[src/logic/dsc_pkg.sv]
// Constants, register map and state types shared by the disk scan-compare block.
// Assumes a 10 MHz MCLK and an AHB-Lite master with single word transfers.
package dsc_pkg;

  // Clock rate and the longest full-cylinder scan
  localparam int unsigned CLK_KHZ      = 10000;
  localparam int unsigned SCAN_MAX_MS  = 400;
  localparam int unsigned SCAN_MAX_CYC = SCAN_MAX_MS * CLK_KHZ;

  // Compare-mode codes, as the units digit of the operand field
  localparam logic [3:0] MODE_LOW_EQ  = 4'h7;
  localparam logic [3:0] MODE_EQUAL   = 4'h8;
  localparam logic [3:0] MODE_HIGH_EQ = 4'h9;

  // Search argument store: 100 positions, the last one never compared
  localparam int unsigned ARG_DEPTH = 100;
  localparam logic [6:0]  ARG_LAST  = 7'h63;

  // Register byte offsets
  localparam logic [11:0] OFS_CTRL   = 12'h000;
  localparam logic [11:0] OFS_START  = 12'h004;
  localparam logic [11:0] OFS_COUNT  = 12'h008;
  localparam logic [11:0] OFS_STATUS = 12'h00c;
  localparam logic [11:0] OFS_ISTAT  = 12'h010;
  localparam logic [11:0] OFS_IMASK  = 12'h014;
  localparam logic [11:0] OFS_CUR    = 12'h018;
  localparam logic [11:0] OFS_ARG    = 12'h100;
  localparam logic [11:0] OFS_ARG_END = 12'h290;

  // Field positions
  localparam int unsigned CTRL_START_BIT = 8;
  localparam int unsigned ENTRY_GM_BIT   = 7;
  localparam int unsigned ENTRY_SKIP_BIT = 6;
  localparam int unsigned IRQ_DONE_BIT   = 0;
  localparam int unsigned IRQ_TIME_BIT   = 1;

  // Reset values of software fields
  localparam logic [3:0]  RST_MODE  = 4'h8;
  localparam logic [19:0] RST_START = 20'h00000;
  localparam logic [9:0]  RST_COUNT = 10'h000;

  typedef enum logic [1:0] {
    DSC_IDLE = 2'b00,
    DSC_SCAN = 2'b01,
    DSC_EVAL = 2'b11
  } dsc_fsm_t;

  typedef enum logic [1:0] {
    REL_EQ   = 2'b00,
    REL_HIGH = 2'b01,
    REL_LOW  = 2'b10
  } dsc_rel_t;

  typedef enum logic [1:0] {
    BUS_IDLE = 2'b00,
    BUS_W1   = 2'b01,
    BUS_W2   = 2'b11,
    BUS_DONE = 2'b10
  } dsc_bus_t;

  typedef struct packed {
    dsc_bus_t    bphase;
    logic [11:0] b_addr;
    logic        b_write;
    logic        hready;
    logic [31:0] hrdata;
    logic [3:0]  mode;
    logic [19:0] start_addr;
    logic [9:0]  count;
    logic [19:0] cur_addr;
    logic        ind_high;
    logic        ind_low;
    logic        ind_equal;
    logic        stop_match;
    logic        stop_cyl;
    logic        stop_count;
    logic        stop_time;
    logic        bad_mode;
    logic [1:0]  istat;
    logic [1:0]  imask;
    logic        irq;
    dsc_fsm_t    fsm;
    dsc_rel_t    rel;
    logic [6:0]  idx;
    logic        arg_end;
    logic        cyl_seen;
    logic [31:0] timer;
    logic [2:0]  strb_s;
    logic [2:0]  send_s;
    logic [1:0]  cyl_s;
    logic [5:0]  char_s1;
    logic [5:0]  char_s2;
    logic        dsk_read;
  } dsc_state_t;

  localparam dsc_state_t DSC_RESET = '{
    bphase: BUS_IDLE, b_addr: 12'h000, b_write: 1'b0, hready: 1'b1, hrdata: 32'h00000000,
    mode: RST_MODE, start_addr: RST_START, count: RST_COUNT, cur_addr: 20'h00000,
    ind_high: 1'b0, ind_low: 1'b0, ind_equal: 1'b0, stop_match: 1'b0, stop_cyl: 1'b0,
    stop_count: 1'b0, stop_time: 1'b0, bad_mode: 1'b0, istat: 2'h0, imask: 2'h0,
    irq: 1'b0, fsm: DSC_IDLE, rel: REL_EQ, idx: 7'h00, arg_end: 1'b0, cyl_seen: 1'b0,
    timer: 32'h00000000, strb_s: 3'h0, send_s: 3'h0, cyl_s: 2'h0, char_s1: 6'h00,
    char_s2: 6'h00, dsk_read: 1'b0};

endpackage : dsc_pkg

[src/logic/dsc_arg_mem.sv]
// Search argument store: one write port, two registered read ports.
// Assumes a single clock; contents are undefined until software writes them.
`timescale 1ns/100ps
`default_nettype none
module dsc_arg_mem (
  // Clock
  input  wire logic       clk,
  // Write port
  input  wire logic       wr_en,
  input  wire logic [6:0] wr_addr,
  input  wire logic [7:0] wr_data,
  // Read ports
  input  wire logic [6:0] rd_a_addr,
  output var  logic [7:0] rd_a_data,
  input  wire logic [6:0] rd_b_addr,
  output var  logic [7:0] rd_b_data
);

  logic [7:0] mem [0:dsc_pkg::ARG_DEPTH-1];

  // Out-of-range indexes are dropped on write and read as zero
  always_ff @(posedge clk)
  begin
    if (wr_en && (wr_addr <= dsc_pkg::ARG_LAST))
    begin
      mem[wr_addr] <= wr_data;
    end
    rd_a_data <= (rd_a_addr <= dsc_pkg::ARG_LAST) ? mem[rd_a_addr] : 8'h00;
    rd_b_data <= (rd_b_addr <= dsc_pkg::ARG_LAST) ? mem[rd_b_addr] : 8'h00;
  end

endmodule : dsc_arg_mem
`default_nettype wire

[src/logic/dsc_scan.sv]
// Disk scan-compare engine with its AHB-Lite register slave.
// Assumes the drive streams sector characters on slow strobes from another clock domain.
//
// Our own choices: the register addresses and the AHB-Lite register port.
`timescale 1ns/100ps
`default_nettype none
module dsc_scan #(
  parameter int unsigned SCAN_LIMIT_CYC = dsc_pkg::SCAN_MAX_CYC
) (
  // Clock and reset
  input  wire logic        MCLK,
  input  wire logic        NRST,
  // AHB-Lite slave
  input  wire logic        HSEL,
  input  wire logic [31:0] HADDR,
  input  wire logic [1:0]  HTRANS,
  input  wire logic        HWRITE,
  input  wire logic [2:0]  HSIZE,
  input  wire logic [31:0] HWDATA,
  input  wire logic        HREADY,
  output var  logic        HREADYOUT,
  output var  logic [31:0] HRDATA,
  output var  logic        HRESP,
  // Interrupt
  output var  logic        IRQ,
  // Compare indicators
  output var  logic        CMP_HIGH,
  output var  logic        CMP_LOW,
  output var  logic        CMP_EQUAL,
  // Disk drive
  input  wire logic [5:0]  DSK_CHAR,
  input  wire logic        DSK_STRB,
  input  wire logic        DSK_SECT_END,
  input  wire logic        DSK_CYL_END,
  output var  logic        DSK_READ,
  output var  logic [19:0] DSK_SECTOR
);

  dsc_pkg::dsc_state_t st_reg;
  dsc_pkg::dsc_state_t st_next;
  logic [7:0]          arg_bus;
  logic [7:0]          arg_scan;
  logic                mem_we;
  logic [6:0]          bus_idx;

  // Word index of a store address; the store starts at its own base
  function automatic logic [6:0] arg_index(input logic [11:0] a);
    logic [11:0] d;
    d = a - dsc_pkg::OFS_ARG;
    return d[8:2];
  endfunction : arg_index

  function automatic logic is_arg(input logic [11:0] a);
    return (a >= dsc_pkg::OFS_ARG) && (a < dsc_pkg::OFS_ARG_END);
  endfunction : is_arg

  function automatic logic mode_ok(input logic [3:0] m);
    return (m == dsc_pkg::MODE_LOW_EQ) || (m == dsc_pkg::MODE_EQUAL) ||
           (m == dsc_pkg::MODE_HIGH_EQ);
  endfunction : mode_ok

  // Store writes land at the end of the first wait cycle
  assign bus_idx = arg_index(st_reg.b_addr);
  assign mem_we  = (st_reg.bphase == dsc_pkg::BUS_W1) && st_reg.b_write && is_arg(st_reg.b_addr);

  dsc_arg_mem u_mem (
    .clk       (MCLK),
    .wr_en     (mem_we),
    .wr_addr   (bus_idx),
    .wr_data   (HWDATA[7:0]),
    .rd_a_addr (bus_idx),
    .rd_a_data (arg_bus),
    .rd_b_addr (st_reg.idx),
    .rd_b_data (arg_scan)
  );

  // Next-state logic for bus, registers, synchronisers and scan engine
  always_comb
  begin
    logic       take;
    logic       wr_ok;
    logic       strb_edge;
    logic       send_edge;
    logic       start_go;
    logic       hit;
    logic [9:0] cnt_dec;
    logic [1:0] w1c;
    logic [1:0] ev;
    take      = 1'b0;
    wr_ok     = 1'b0;
    strb_edge = 1'b0;
    send_edge = 1'b0;
    start_go  = 1'b0;
    hit       = 1'b0;
    cnt_dec   = 10'h000;
    w1c       = 2'h0;
    ev        = 2'h0;
    st_next   = st_reg;

    // At least two flops on every drive pin; edges look only at the second and third stage
    st_next.strb_s  = {st_reg.strb_s[1:0], DSK_STRB};
    st_next.send_s  = {st_reg.send_s[1:0], DSK_SECT_END};
    st_next.cyl_s   = {st_reg.cyl_s[0], DSK_CYL_END};
    st_next.char_s1 = DSK_CHAR;
    st_next.char_s2 = st_reg.char_s1;
    strb_edge = st_reg.strb_s[1] & ~st_reg.strb_s[2];
    send_edge = st_reg.send_s[1] & ~st_reg.send_s[2];

    // Bus phases: two wait states give registered read data and settled writes
    take = HSEL && HTRANS[1] && HREADY &&
           ((st_reg.bphase == dsc_pkg::BUS_IDLE) || (st_reg.bphase == dsc_pkg::BUS_DONE));
    case (st_reg.bphase)
      dsc_pkg::BUS_IDLE, dsc_pkg::BUS_DONE:
      begin
        st_next.bphase = take ? dsc_pkg::BUS_W1 : dsc_pkg::BUS_IDLE;
        if (take)
        begin
          st_next.b_addr  = HADDR[11:0];
          st_next.b_write = HWRITE;
        end
      end
      dsc_pkg::BUS_W1: st_next.bphase = dsc_pkg::BUS_W2;
      dsc_pkg::BUS_W2: st_next.bphase = dsc_pkg::BUS_DONE;
      default:         st_next.bphase = dsc_pkg::BUS_IDLE;
    endcase
    st_next.hready = (st_next.bphase == dsc_pkg::BUS_IDLE) ||
                     (st_next.bphase == dsc_pkg::BUS_DONE);

    // Register writes; setup fields are frozen while a scan runs
    wr_ok = (st_reg.bphase == dsc_pkg::BUS_W1) && st_reg.b_write;
    if (wr_ok)
    begin
      case (st_reg.b_addr)
        dsc_pkg::OFS_CTRL:
        begin
          if (st_reg.fsm == dsc_pkg::DSC_IDLE)
          begin
            st_next.mode = HWDATA[3:0];
            start_go     = HWDATA[dsc_pkg::CTRL_START_BIT];
          end
        end
        dsc_pkg::OFS_START:
          if (st_reg.fsm == dsc_pkg::DSC_IDLE) st_next.start_addr = HWDATA[19:0];
        dsc_pkg::OFS_COUNT:
          if (st_reg.fsm == dsc_pkg::DSC_IDLE) st_next.count = HWDATA[9:0];
        dsc_pkg::OFS_ISTAT: w1c = HWDATA[1:0];
        dsc_pkg::OFS_IMASK: st_next.imask = HWDATA[1:0];
        default: ;
      endcase
    end

    // Read data captured at the end of the second wait cycle
    if (st_reg.bphase == dsc_pkg::BUS_W2)
    begin
      st_next.hrdata = 32'h00000000;
      if (!st_reg.b_write)
      begin
        case (st_reg.b_addr)
          dsc_pkg::OFS_CTRL:   st_next.hrdata = {28'h0000000, st_reg.mode};
          dsc_pkg::OFS_START:  st_next.hrdata = {12'h000, st_reg.start_addr};
          dsc_pkg::OFS_COUNT:  st_next.hrdata = {22'h000000, st_reg.count};
          dsc_pkg::OFS_STATUS: st_next.hrdata = {23'h000000, st_reg.bad_mode,
                                 st_reg.stop_time, st_reg.stop_count, st_reg.stop_cyl,
                                 st_reg.stop_match, st_reg.ind_equal, st_reg.ind_low,
                                 st_reg.ind_high, (st_reg.fsm != dsc_pkg::DSC_IDLE)};
          dsc_pkg::OFS_ISTAT:  st_next.hrdata = {30'h00000000, st_reg.istat};
          dsc_pkg::OFS_IMASK:  st_next.hrdata = {30'h00000000, st_reg.imask};
          dsc_pkg::OFS_CUR:    st_next.hrdata = {12'h000, st_reg.cur_addr};
          default:
            if (is_arg(st_reg.b_addr)) st_next.hrdata = {24'h000000, arg_bus};
        endcase
      end
    end

    // Scan engine
    cnt_dec = st_reg.count - 10'h001;
    case (st_reg.fsm)
      dsc_pkg::DSC_IDLE:
      begin
        if (start_go)
        begin
          st_next.ind_high   = 1'b0;
          st_next.ind_low    = 1'b0;
          st_next.ind_equal  = 1'b0;
          st_next.stop_match = 1'b0;
          st_next.stop_cyl   = 1'b0;
          st_next.stop_count = 1'b0;
          st_next.stop_time  = 1'b0;
          st_next.bad_mode   = 1'b0;
          st_next.cur_addr   = st_reg.start_addr;
          st_next.timer      = 32'h00000000;
          if (!mode_ok(HWDATA[3:0]))
          begin
            st_next.bad_mode = 1'b1;
            ev[dsc_pkg::IRQ_DONE_BIT] = 1'b1;
          end
          else if (st_reg.count == 10'h000)
          begin
            st_next.stop_count = 1'b1;
            ev[dsc_pkg::IRQ_DONE_BIT] = 1'b1;
          end
          else
          begin
            st_next.fsm     = dsc_pkg::DSC_SCAN;
            st_next.rel     = dsc_pkg::REL_EQ;
            st_next.idx     = 7'h00;
            st_next.arg_end = 1'b0;
          end
        end
      end
      dsc_pkg::DSC_SCAN:
      begin
        st_next.timer = st_reg.timer + 32'h00000001;
        if (st_reg.timer >= 32'(SCAN_LIMIT_CYC) - 32'h00000001)
        begin
          st_next.stop_time = 1'b1;
          st_next.fsm       = dsc_pkg::DSC_IDLE;
          ev[dsc_pkg::IRQ_TIME_BIT] = 1'b1;
        end
        else if (send_edge)
        begin
          st_next.cyl_seen = st_reg.cyl_s[1];
          st_next.fsm      = dsc_pkg::DSC_EVAL;
        end
        else if (strb_edge && !st_reg.arg_end)
        begin
          // High-order first; first differing unskipped position decides
          if (arg_scan[dsc_pkg::ENTRY_GM_BIT] || (st_reg.idx == dsc_pkg::ARG_LAST))
          begin
            st_next.arg_end = 1'b1;
          end
          else
          begin
            if (!arg_scan[dsc_pkg::ENTRY_SKIP_BIT] && (st_reg.rel == dsc_pkg::REL_EQ))
            begin
              if (arg_scan[5:0] > st_reg.char_s2) st_next.rel = dsc_pkg::REL_HIGH;
              else if (arg_scan[5:0] < st_reg.char_s2) st_next.rel = dsc_pkg::REL_LOW;
            end
            st_next.idx = st_reg.idx + 7'h01;
          end
        end
      end
      dsc_pkg::DSC_EVAL:
      begin
        // Indicators follow every record, so a stop made in DSC_EVAL always shows its relation
        st_next.ind_high  = (st_reg.rel == dsc_pkg::REL_HIGH);
        st_next.ind_low   = (st_reg.rel == dsc_pkg::REL_LOW);
        st_next.ind_equal = (st_reg.rel == dsc_pkg::REL_EQ);
        case (st_reg.mode)
          dsc_pkg::MODE_LOW_EQ:  hit = (st_reg.rel != dsc_pkg::REL_HIGH);
          dsc_pkg::MODE_HIGH_EQ: hit = (st_reg.rel != dsc_pkg::REL_LOW);
          default:               hit = (st_reg.rel == dsc_pkg::REL_EQ);
        endcase
        if (!hit)
        begin
          st_next.count    = cnt_dec;
          st_next.cur_addr = st_reg.cur_addr + 20'h00001;
        end
        st_next.stop_match = hit;
        st_next.stop_cyl   = st_reg.cyl_seen;
        st_next.stop_count = !hit && (cnt_dec == 10'h000);
        if (hit || st_reg.cyl_seen || (cnt_dec == 10'h000))
        begin
          st_next.fsm = dsc_pkg::DSC_IDLE;
          ev[dsc_pkg::IRQ_DONE_BIT] = 1'b1;
        end
        else
        begin
          st_next.fsm     = dsc_pkg::DSC_SCAN;
          st_next.rel     = dsc_pkg::REL_EQ;
          st_next.idx     = 7'h00;
          st_next.arg_end = 1'b0;
        end
      end
      default: st_next.fsm = dsc_pkg::DSC_IDLE;
    endcase

    // New events win over a clear in the same cycle
    st_next.istat    = (st_reg.istat & ~w1c) | ev;
    st_next.irq      = |(st_next.istat & st_next.imask);
    st_next.dsk_read = (st_next.fsm != dsc_pkg::DSC_IDLE);
  end

  // Single state register, synchronous reset
  always_ff @(posedge MCLK)
  begin
    if (!NRST)
    begin
      st_reg <= dsc_pkg::DSC_RESET;
    end
    else
    begin
      st_reg <= st_next;
    end
  end

  // Outputs straight from the state register, except HRESP tied low
  assign HREADYOUT  = st_reg.hready;
  assign HRDATA     = st_reg.hrdata;
  assign HRESP      = 1'b0;
  assign IRQ        = st_reg.irq;
  assign CMP_HIGH   = st_reg.ind_high;
  assign CMP_LOW    = st_reg.ind_low;
  assign CMP_EQUAL  = st_reg.ind_equal;
  assign DSK_READ   = st_reg.dsk_read;
  assign DSK_SECTOR = st_reg.cur_addr;
endmodule : dsc_scan
`default_nettype wire

[config.mk]
export PLATFORM = sky130hd
export DESIGN_NAME = dsc_scan
export DESIGN_NICKNAME = d
export VERILOG_FILES = /design/src/logic/dsc_pkg.sv /design/src/logic/dsc_arg_mem.sv /design/src/logic/dsc_scan.sv
export SDC_FILE = /design/constraint.sdc
export NUM_CORES = 2
export LEC_CHECK = 0
export BUFFER_PORTS_ARGS = -buffer_cell sky130_fd_sc_hd__buf_2
export CAP_MARGIN = 10
export CORE_MARGIN = 10
export CORE_UTILIZATION = 35
export DETAILED_ROUTE_END_ITERATION = 8
export PLACE_DENSITY_LB_ADDON = 0.2
export SLEW_MARGIN = 5
export SYNTH_ARGS = -nofsm -noshare
export SYNTH_HDL_FRONTEND = slang
export SYNTH_HIERARCHICAL = 1
export SYNTH_SLANG_ARGS = --single-unit
export TNS_END_PERCENT = 5
[constraint.sdc]
create_clock -name MCLK -period 2.5 [get_ports MCLK]
set_input_delay 0.125 -clock MCLK [delete_from_list [all_inputs] [get_ports MCLK]]
set_output_delay 0.125 -clock MCLK [all_outputs]
set_load 0.02 [all_outputs]
# Word-level counts from Yosys, hierarchy flattened
# Memory sizes are Yosys's and may differ from the RTL's. A register that Yosys moved wholly into a read port is not among the register bits.
# Cells that the tools add are included.
# classes
add_sub_neg	5
n_lt_le_gt_ge	7
eq_ne	35
n_mux	54
bitwise	9
n_reduce_logical	48
# ops
op	count
20-bit case mux with 7 select lines	1
10-bit two-way mux	7
32-bit case mux with 2 select lines	1
26-bit case mux with 2 select lines	1
12-bit by 5-bit == test with 1-bit output (second input constant)	3
12-bit two-way mux	3
32-bit by 1-bit adder with 32-bit output (second input constant)	1
32-bit by 22-bit >= comparator with 1-bit output (second input constant)	1
32-bit two-way mux	1
30-bit two-way mux	1
10-bit case mux with 3 select lines	1
28-bit two-way mux	1
12-bit by 4-bit == test with 1-bit output (second input constant)	2
2-bit inequality test (second input constant)	11
20-bit by 1-bit adder with 20-bit output (second input constant)	1
10-bit zero test	2
20-bit two-way mux	1
1-bit two-way mux	19
2-bit two-way mux	9
9-bit AND reduction	2
3-bit AND reduction	5
7-bit less-or-equal comparator (second input constant)	2
12-bit by 3-bit == test with 1-bit output (second input constant)	1
4-bit == test (second input constant)	3
33 further kinds	78
# word_totals
register_bits	181
mem_bits_rw	800
input_bits	83
word_cells	191
memories	1
# mem_list
memory	depth	width	rd	rd_clocked_by_memory_dff	write_ports	line_no	text
u_mem.mem	100	8	2	2	1	dsc_arg_mem.sv:19	logic [7:0] mem [0:dsc_pkg::ARG_DEPTH-1];

# Logic depth before layout (Yosys ltp)
# depth
depth_word	10
ltp_mapped	11

# By module
# Netlist, hierarchy kept.
# by_module_without_submodules
module	n_inst	cells_each	area_each_um2
dsc_arg_mem	1	1923	37627.3
dsc_scan	1	1069	8688.3

# Least setup slack after synthesis
# OpenSTA, ideal clock, no wires.
# synth_path
path_kind	register to register
start	reg st_reg[171] (netlist name)
end	mem u_mem.mem[26][0], enable pin
arrival_time_ns	2.363
slack_ns	-0.233
stages_incl_launch_ff	10
synth_period_minus_slack_ns	2.733
cell_sequence	dfxtp_1 > or3_1 > a21oi_1 > mux2i_1 > nor4_1 > o21ai_0 > nor2_1 > nand3b_1 > clkbuf_1 > nor2_1
# synth_between
elab_chain_cells	6
word_cells_on_any_way	9
# synth_lines
item	line_no	text
start: declaration	dsc_scan.sv:39	dsc_pkg::dsc_state_t st_reg;
start signal: assignment	dsc_scan.sv:289	st_reg <= dsc_pkg::DSC_RESET;
start signal: assignment	dsc_scan.sv:293	st_reg <= st_next;
12-bit by 9-bit >= comparator with 1-bit output or 12-bit by 10-bit < comparator with 1-bit output (tied branches)	dsc_scan.sv:54	return (a >= dsc_pkg::OFS_ARG) && (a < dsc_pkg::OFS_ARG_END);
1-bit logical AND (*)	dsc_scan.sv:54	
1-bit logical AND (*)	dsc_scan.sv:64	assign mem_we = (st_reg.bphase == dsc_pkg::BUS_W1) && st_reg.b_write && is_arg(st_reg.b_addr);
named net mem_we	dsc_scan.sv:43	logic mem_we;
1-bit logical AND (*)	dsc_arg_mem.sv:24	if (wr_en && (wr_addr <= dsc_pkg::ARG_LAST))
1-bit two-way mux (*)	dsc_arg_mem.sv:24	
1-bit two-way mux (implied by the code) (*)	dsc_arg_mem.sv:26	mem[wr_addr] <= wr_data;
end: declaration	dsc_arg_mem.sv:19	
# The timed path passes the listed nets; every way through them passes the cells marked *.

# Final worst setup path
# layout_path
start	reg st_reg[172] (netlist name)
end	mem u_mem.mem[76][4], enable pin
# Same word-level chain as after synthesis.

==> metrics.yaml <==
cp-end-kind: "flop"
synth_edf_count: 800
antenna_left: 0
clkSlewWorstSetupHoldPaths_ns: 0.06
grt_max_degree: 102
power_frac_clock_pct: 45.2
power_w: 0.0355
drv_cap: 0
p_comb_share_pct: 4.7
fillers: 11500
met2_wirelength_um: 78200
ys_types: 88
routed_wl_um: 161000
synth_warnings: 6
path_common_cell: "buf_4"
p_leak_nw: 18.7
nets: 3619
topRoutingLayerUsed: "met5"
grt_pass1_vias: 31900
vias: 31400
p_per_area_nw_per_um2: 606
wl_per_cell_um: 30.0
slowest_delay_ns: 0.37
drive_gt1_share_pct: 38.9
io_pins: 142
post-route-util_pct: 44.5
worstPathCellList: "or3_4 -> a21oi_2 -> mux2i_2 -> nor4_2 -> buf_4 -> o21ai_2 -> nor2_1 -> buf_4 -> nand3b_1 -> buf_4 -> clkbuf_16 -> nor2_4 -> buf_12"
setup_viol: 500
p_int_w: 0.0278
p_sw_w: 0.00771
drt_first_pass_iters: 6
cts.sinks: 985
dieArea_um2: 147000
worstSetupPathType: "flop to flop"
critPathLaunchType: "flop"
seqPwrFrac_pct: 50.1
layout-area-overhead-vs-synth_pct: 26.4
finalCritPeriodShare_pct: 107
coreArea_um2: 131000
htree_levels: 3
fin_cells: 5365
insertion_delay_ns: 0.73
post-place-cells: 5084
outcome: "complete, but fails checks"
antenna_cells: 0
cts_root_buf: "clkbuf_16"
synthCells: 2992
final-hold-violation-count: 0
synth_area_um2: 46300
first_iter_violations: 3421
slew_violations: 0
worstPathRequired_ns: 2.93
hold_ws_ns: 0.134
p_sw_share_pct: 21.7
largest_reg_flops: 800
max_freq_ghz: 0.374
synth_area_per_cell_um2: 15.5
post-route-min-period_ns: 2.68
synthArstFlopShare_pct: 0
rsz0062_at_grt: "true"
worst-path-max-fanout: 8
critPathSlowestCell: "or3_4"
clock_skew_ns: 0.0295
relSlewSlack_pct: 26.3
grt_antenna_before_repair: 5
dpl.hpwl_um: 114000
die_h_um: 384
viasPerCell: 5.86
grt_usage_pct: 21.4
timing.final.ws_setup_ns: -0.177
fin_area_um2: 58600
grt_pass1_wl_um: 232000
arrival_ns: 3.11
cts_tree: "yes"
gp_congestion: 0.925
grt-ovfl-total: 0
routedLengthMet1_um: 65500
tightest_slew_ns: 1.10
rows: 133
max-clock-path-buffers: 3
worst_hold_path_type: "primary input to flop"
synth_flop_cell: "edfxtp_1"
failed_checks: "negative setup slack"
die_w_um: 384
remaining_drc_errors: 0
vdd_ir_drop_max_mv: 0.518
start_util_pct: 35.2
placed_cell_area_um2: 52700
port_buffers: 92
numCtsBuffers: 106
synth_seq_area_share_pct: 59.9
ys_ff_latch: 985
wl_met3_um: 11700
==> cells in the mapped netlist, types with 36 or more instances <==
| library cell | instances | area [um2] |
|---|---|---|
| nand2_1 | 176 | 661 |
| a21oi_1 | 125 | 626 |
| a211oi_1 | 46 | 345 |
| buf_2 | 42 | 210 |
| nand3_1 | 55 | 275 |
| clkbuf_1 | 106 | 398 |
| buf_4 | 73 | 548 |
| edfxtp_1 | 800 | 24000 |
| nor3_1 | 36 | 180 |
| o21ai_0 | 43 | 215 |
| mux4_2 | 391 | 8810 |
| mux2i_1 | 127 | 1270 |
| a22oi_1 | 69 | 518 |
| dfxtp_1 | 185 | 3700 |
| nor2_1 | 243 | 912 |
==> cell type report <==
type                    instances  area, um2  share of cell area, %
clock inverters                48        497                  0.848
repair buffers                659       6560                   11.2
inverters                      33        125                  0.214
flip-flops and latches        985      27800                   47.4
clock buffers                 149       3020                   5.16
well taps                    1755       2200                   3.75
multi-input cells            1736      18400                   31.4
==> kinds of logic (layout without fill, tap and decap cells) <==
family	Yosys count	in the layout	synth area share, %
compound gates	447	447	6.63
xor+xnor	33	33	0.624
fa+ha+maj	15	15	0.405
buf+inv	283	889	3.19
flops	985	985	59.9
mux	519	519	21.8
other cells	1	13	0.00810
simple gates	709	709	7.49
==> power by group through the flow <==
stage                     Combinational, W  Clock (W)  Sequential, W
final                              0.00168     0.0161         0.0178
after global routing               0.00175     0.0170         0.0178
after CTS                          0.00165     0.0163         0.0178
after detailed placement           0.00151          0         0.0181
after global placement             0.00149          0         0.0181
after floorplan                   0.000606          0         0.0181
==> worst paths after layout <==
path / startpoint / end / slack, ns / cells past startpoint
min reg2reg: st_next[4]$_SDFF_PN0_ / st_reg[4]$_SDFF_PN0_ / 0.44 / 1
max: st_reg[172]$_SDFFE_PN0P_ / u_mem/mem[76][4]$_DFFE_PP_ / -0.18 / 13
max reg2reg: st_reg[172]$_SDFFE_PN0P_ / u_mem/mem[76][4]$_DFFE_PP_ / -0.18 / 13
min: HTRANS[1] / st_reg[176]$_SDFFE_PN0P_ / 0.13 / 4
==> layer usage <==
metal  vias up  GRT usage [%]
met1     16500           28.7
met2      1445           35.5
li1      13100              -
met5         -              0
met3       283           3.50
met4         6           6.69
==> cells in the final DEF (no fill, tap or decap), types with 78 or more instances in the layout <==
| cell | Yosys | layout |
|---|---|---|
| buf_2 | 42 | 84 |
| buf_4 | 73 | 341 |
| buf_6 | 12 | 78 |
| clkbuf_16 | 0 | 115 |
| nand2_1 | 176 | 172 |
| buf_12 | 0 | 102 |
| a21oi_1 | 125 | 111 |
| dfxtp_1 | 185 | 176 |
| nor2_1 | 243 | 157 |
| mux2i_1 | 127 | 113 |
| edfxtp_1 | 800 | 800 |
| mux4_2 | 391 | 391 |
==> metrics by stage <==
stage	worst slack [ns]	setup TNS [ns]
after detailed placement	-0.455	-88.00
after floorplan	-0.103	-27.00
after CTS	-0.194	-61.40
after global routing	-0.244	-89.38
final	-0.177	-30.85
after global placement	-0.425	-171.67
==> critical path, delay by kind of cell, from the launching register on <==
kind                   cells  cell delay [ns]
AO/OA/AOI/OAI              2             0.21
multiplexers               1             0.10
AND/OR/NAND/NOR            5             0.88
buffers and inverters      5             0.84
flip-flops                 1             0.34
==> what timing repair did <==
action,4_1_cts,5_1_grt
buffers inserted,40,5
pin swaps,39,34
hold endpoints to repair,196,0
cloned,2,1
hold buffers,43,0
resized for setup,175,151
setup endpoints to repair,880,894
(Power assumes the default switching activity.)
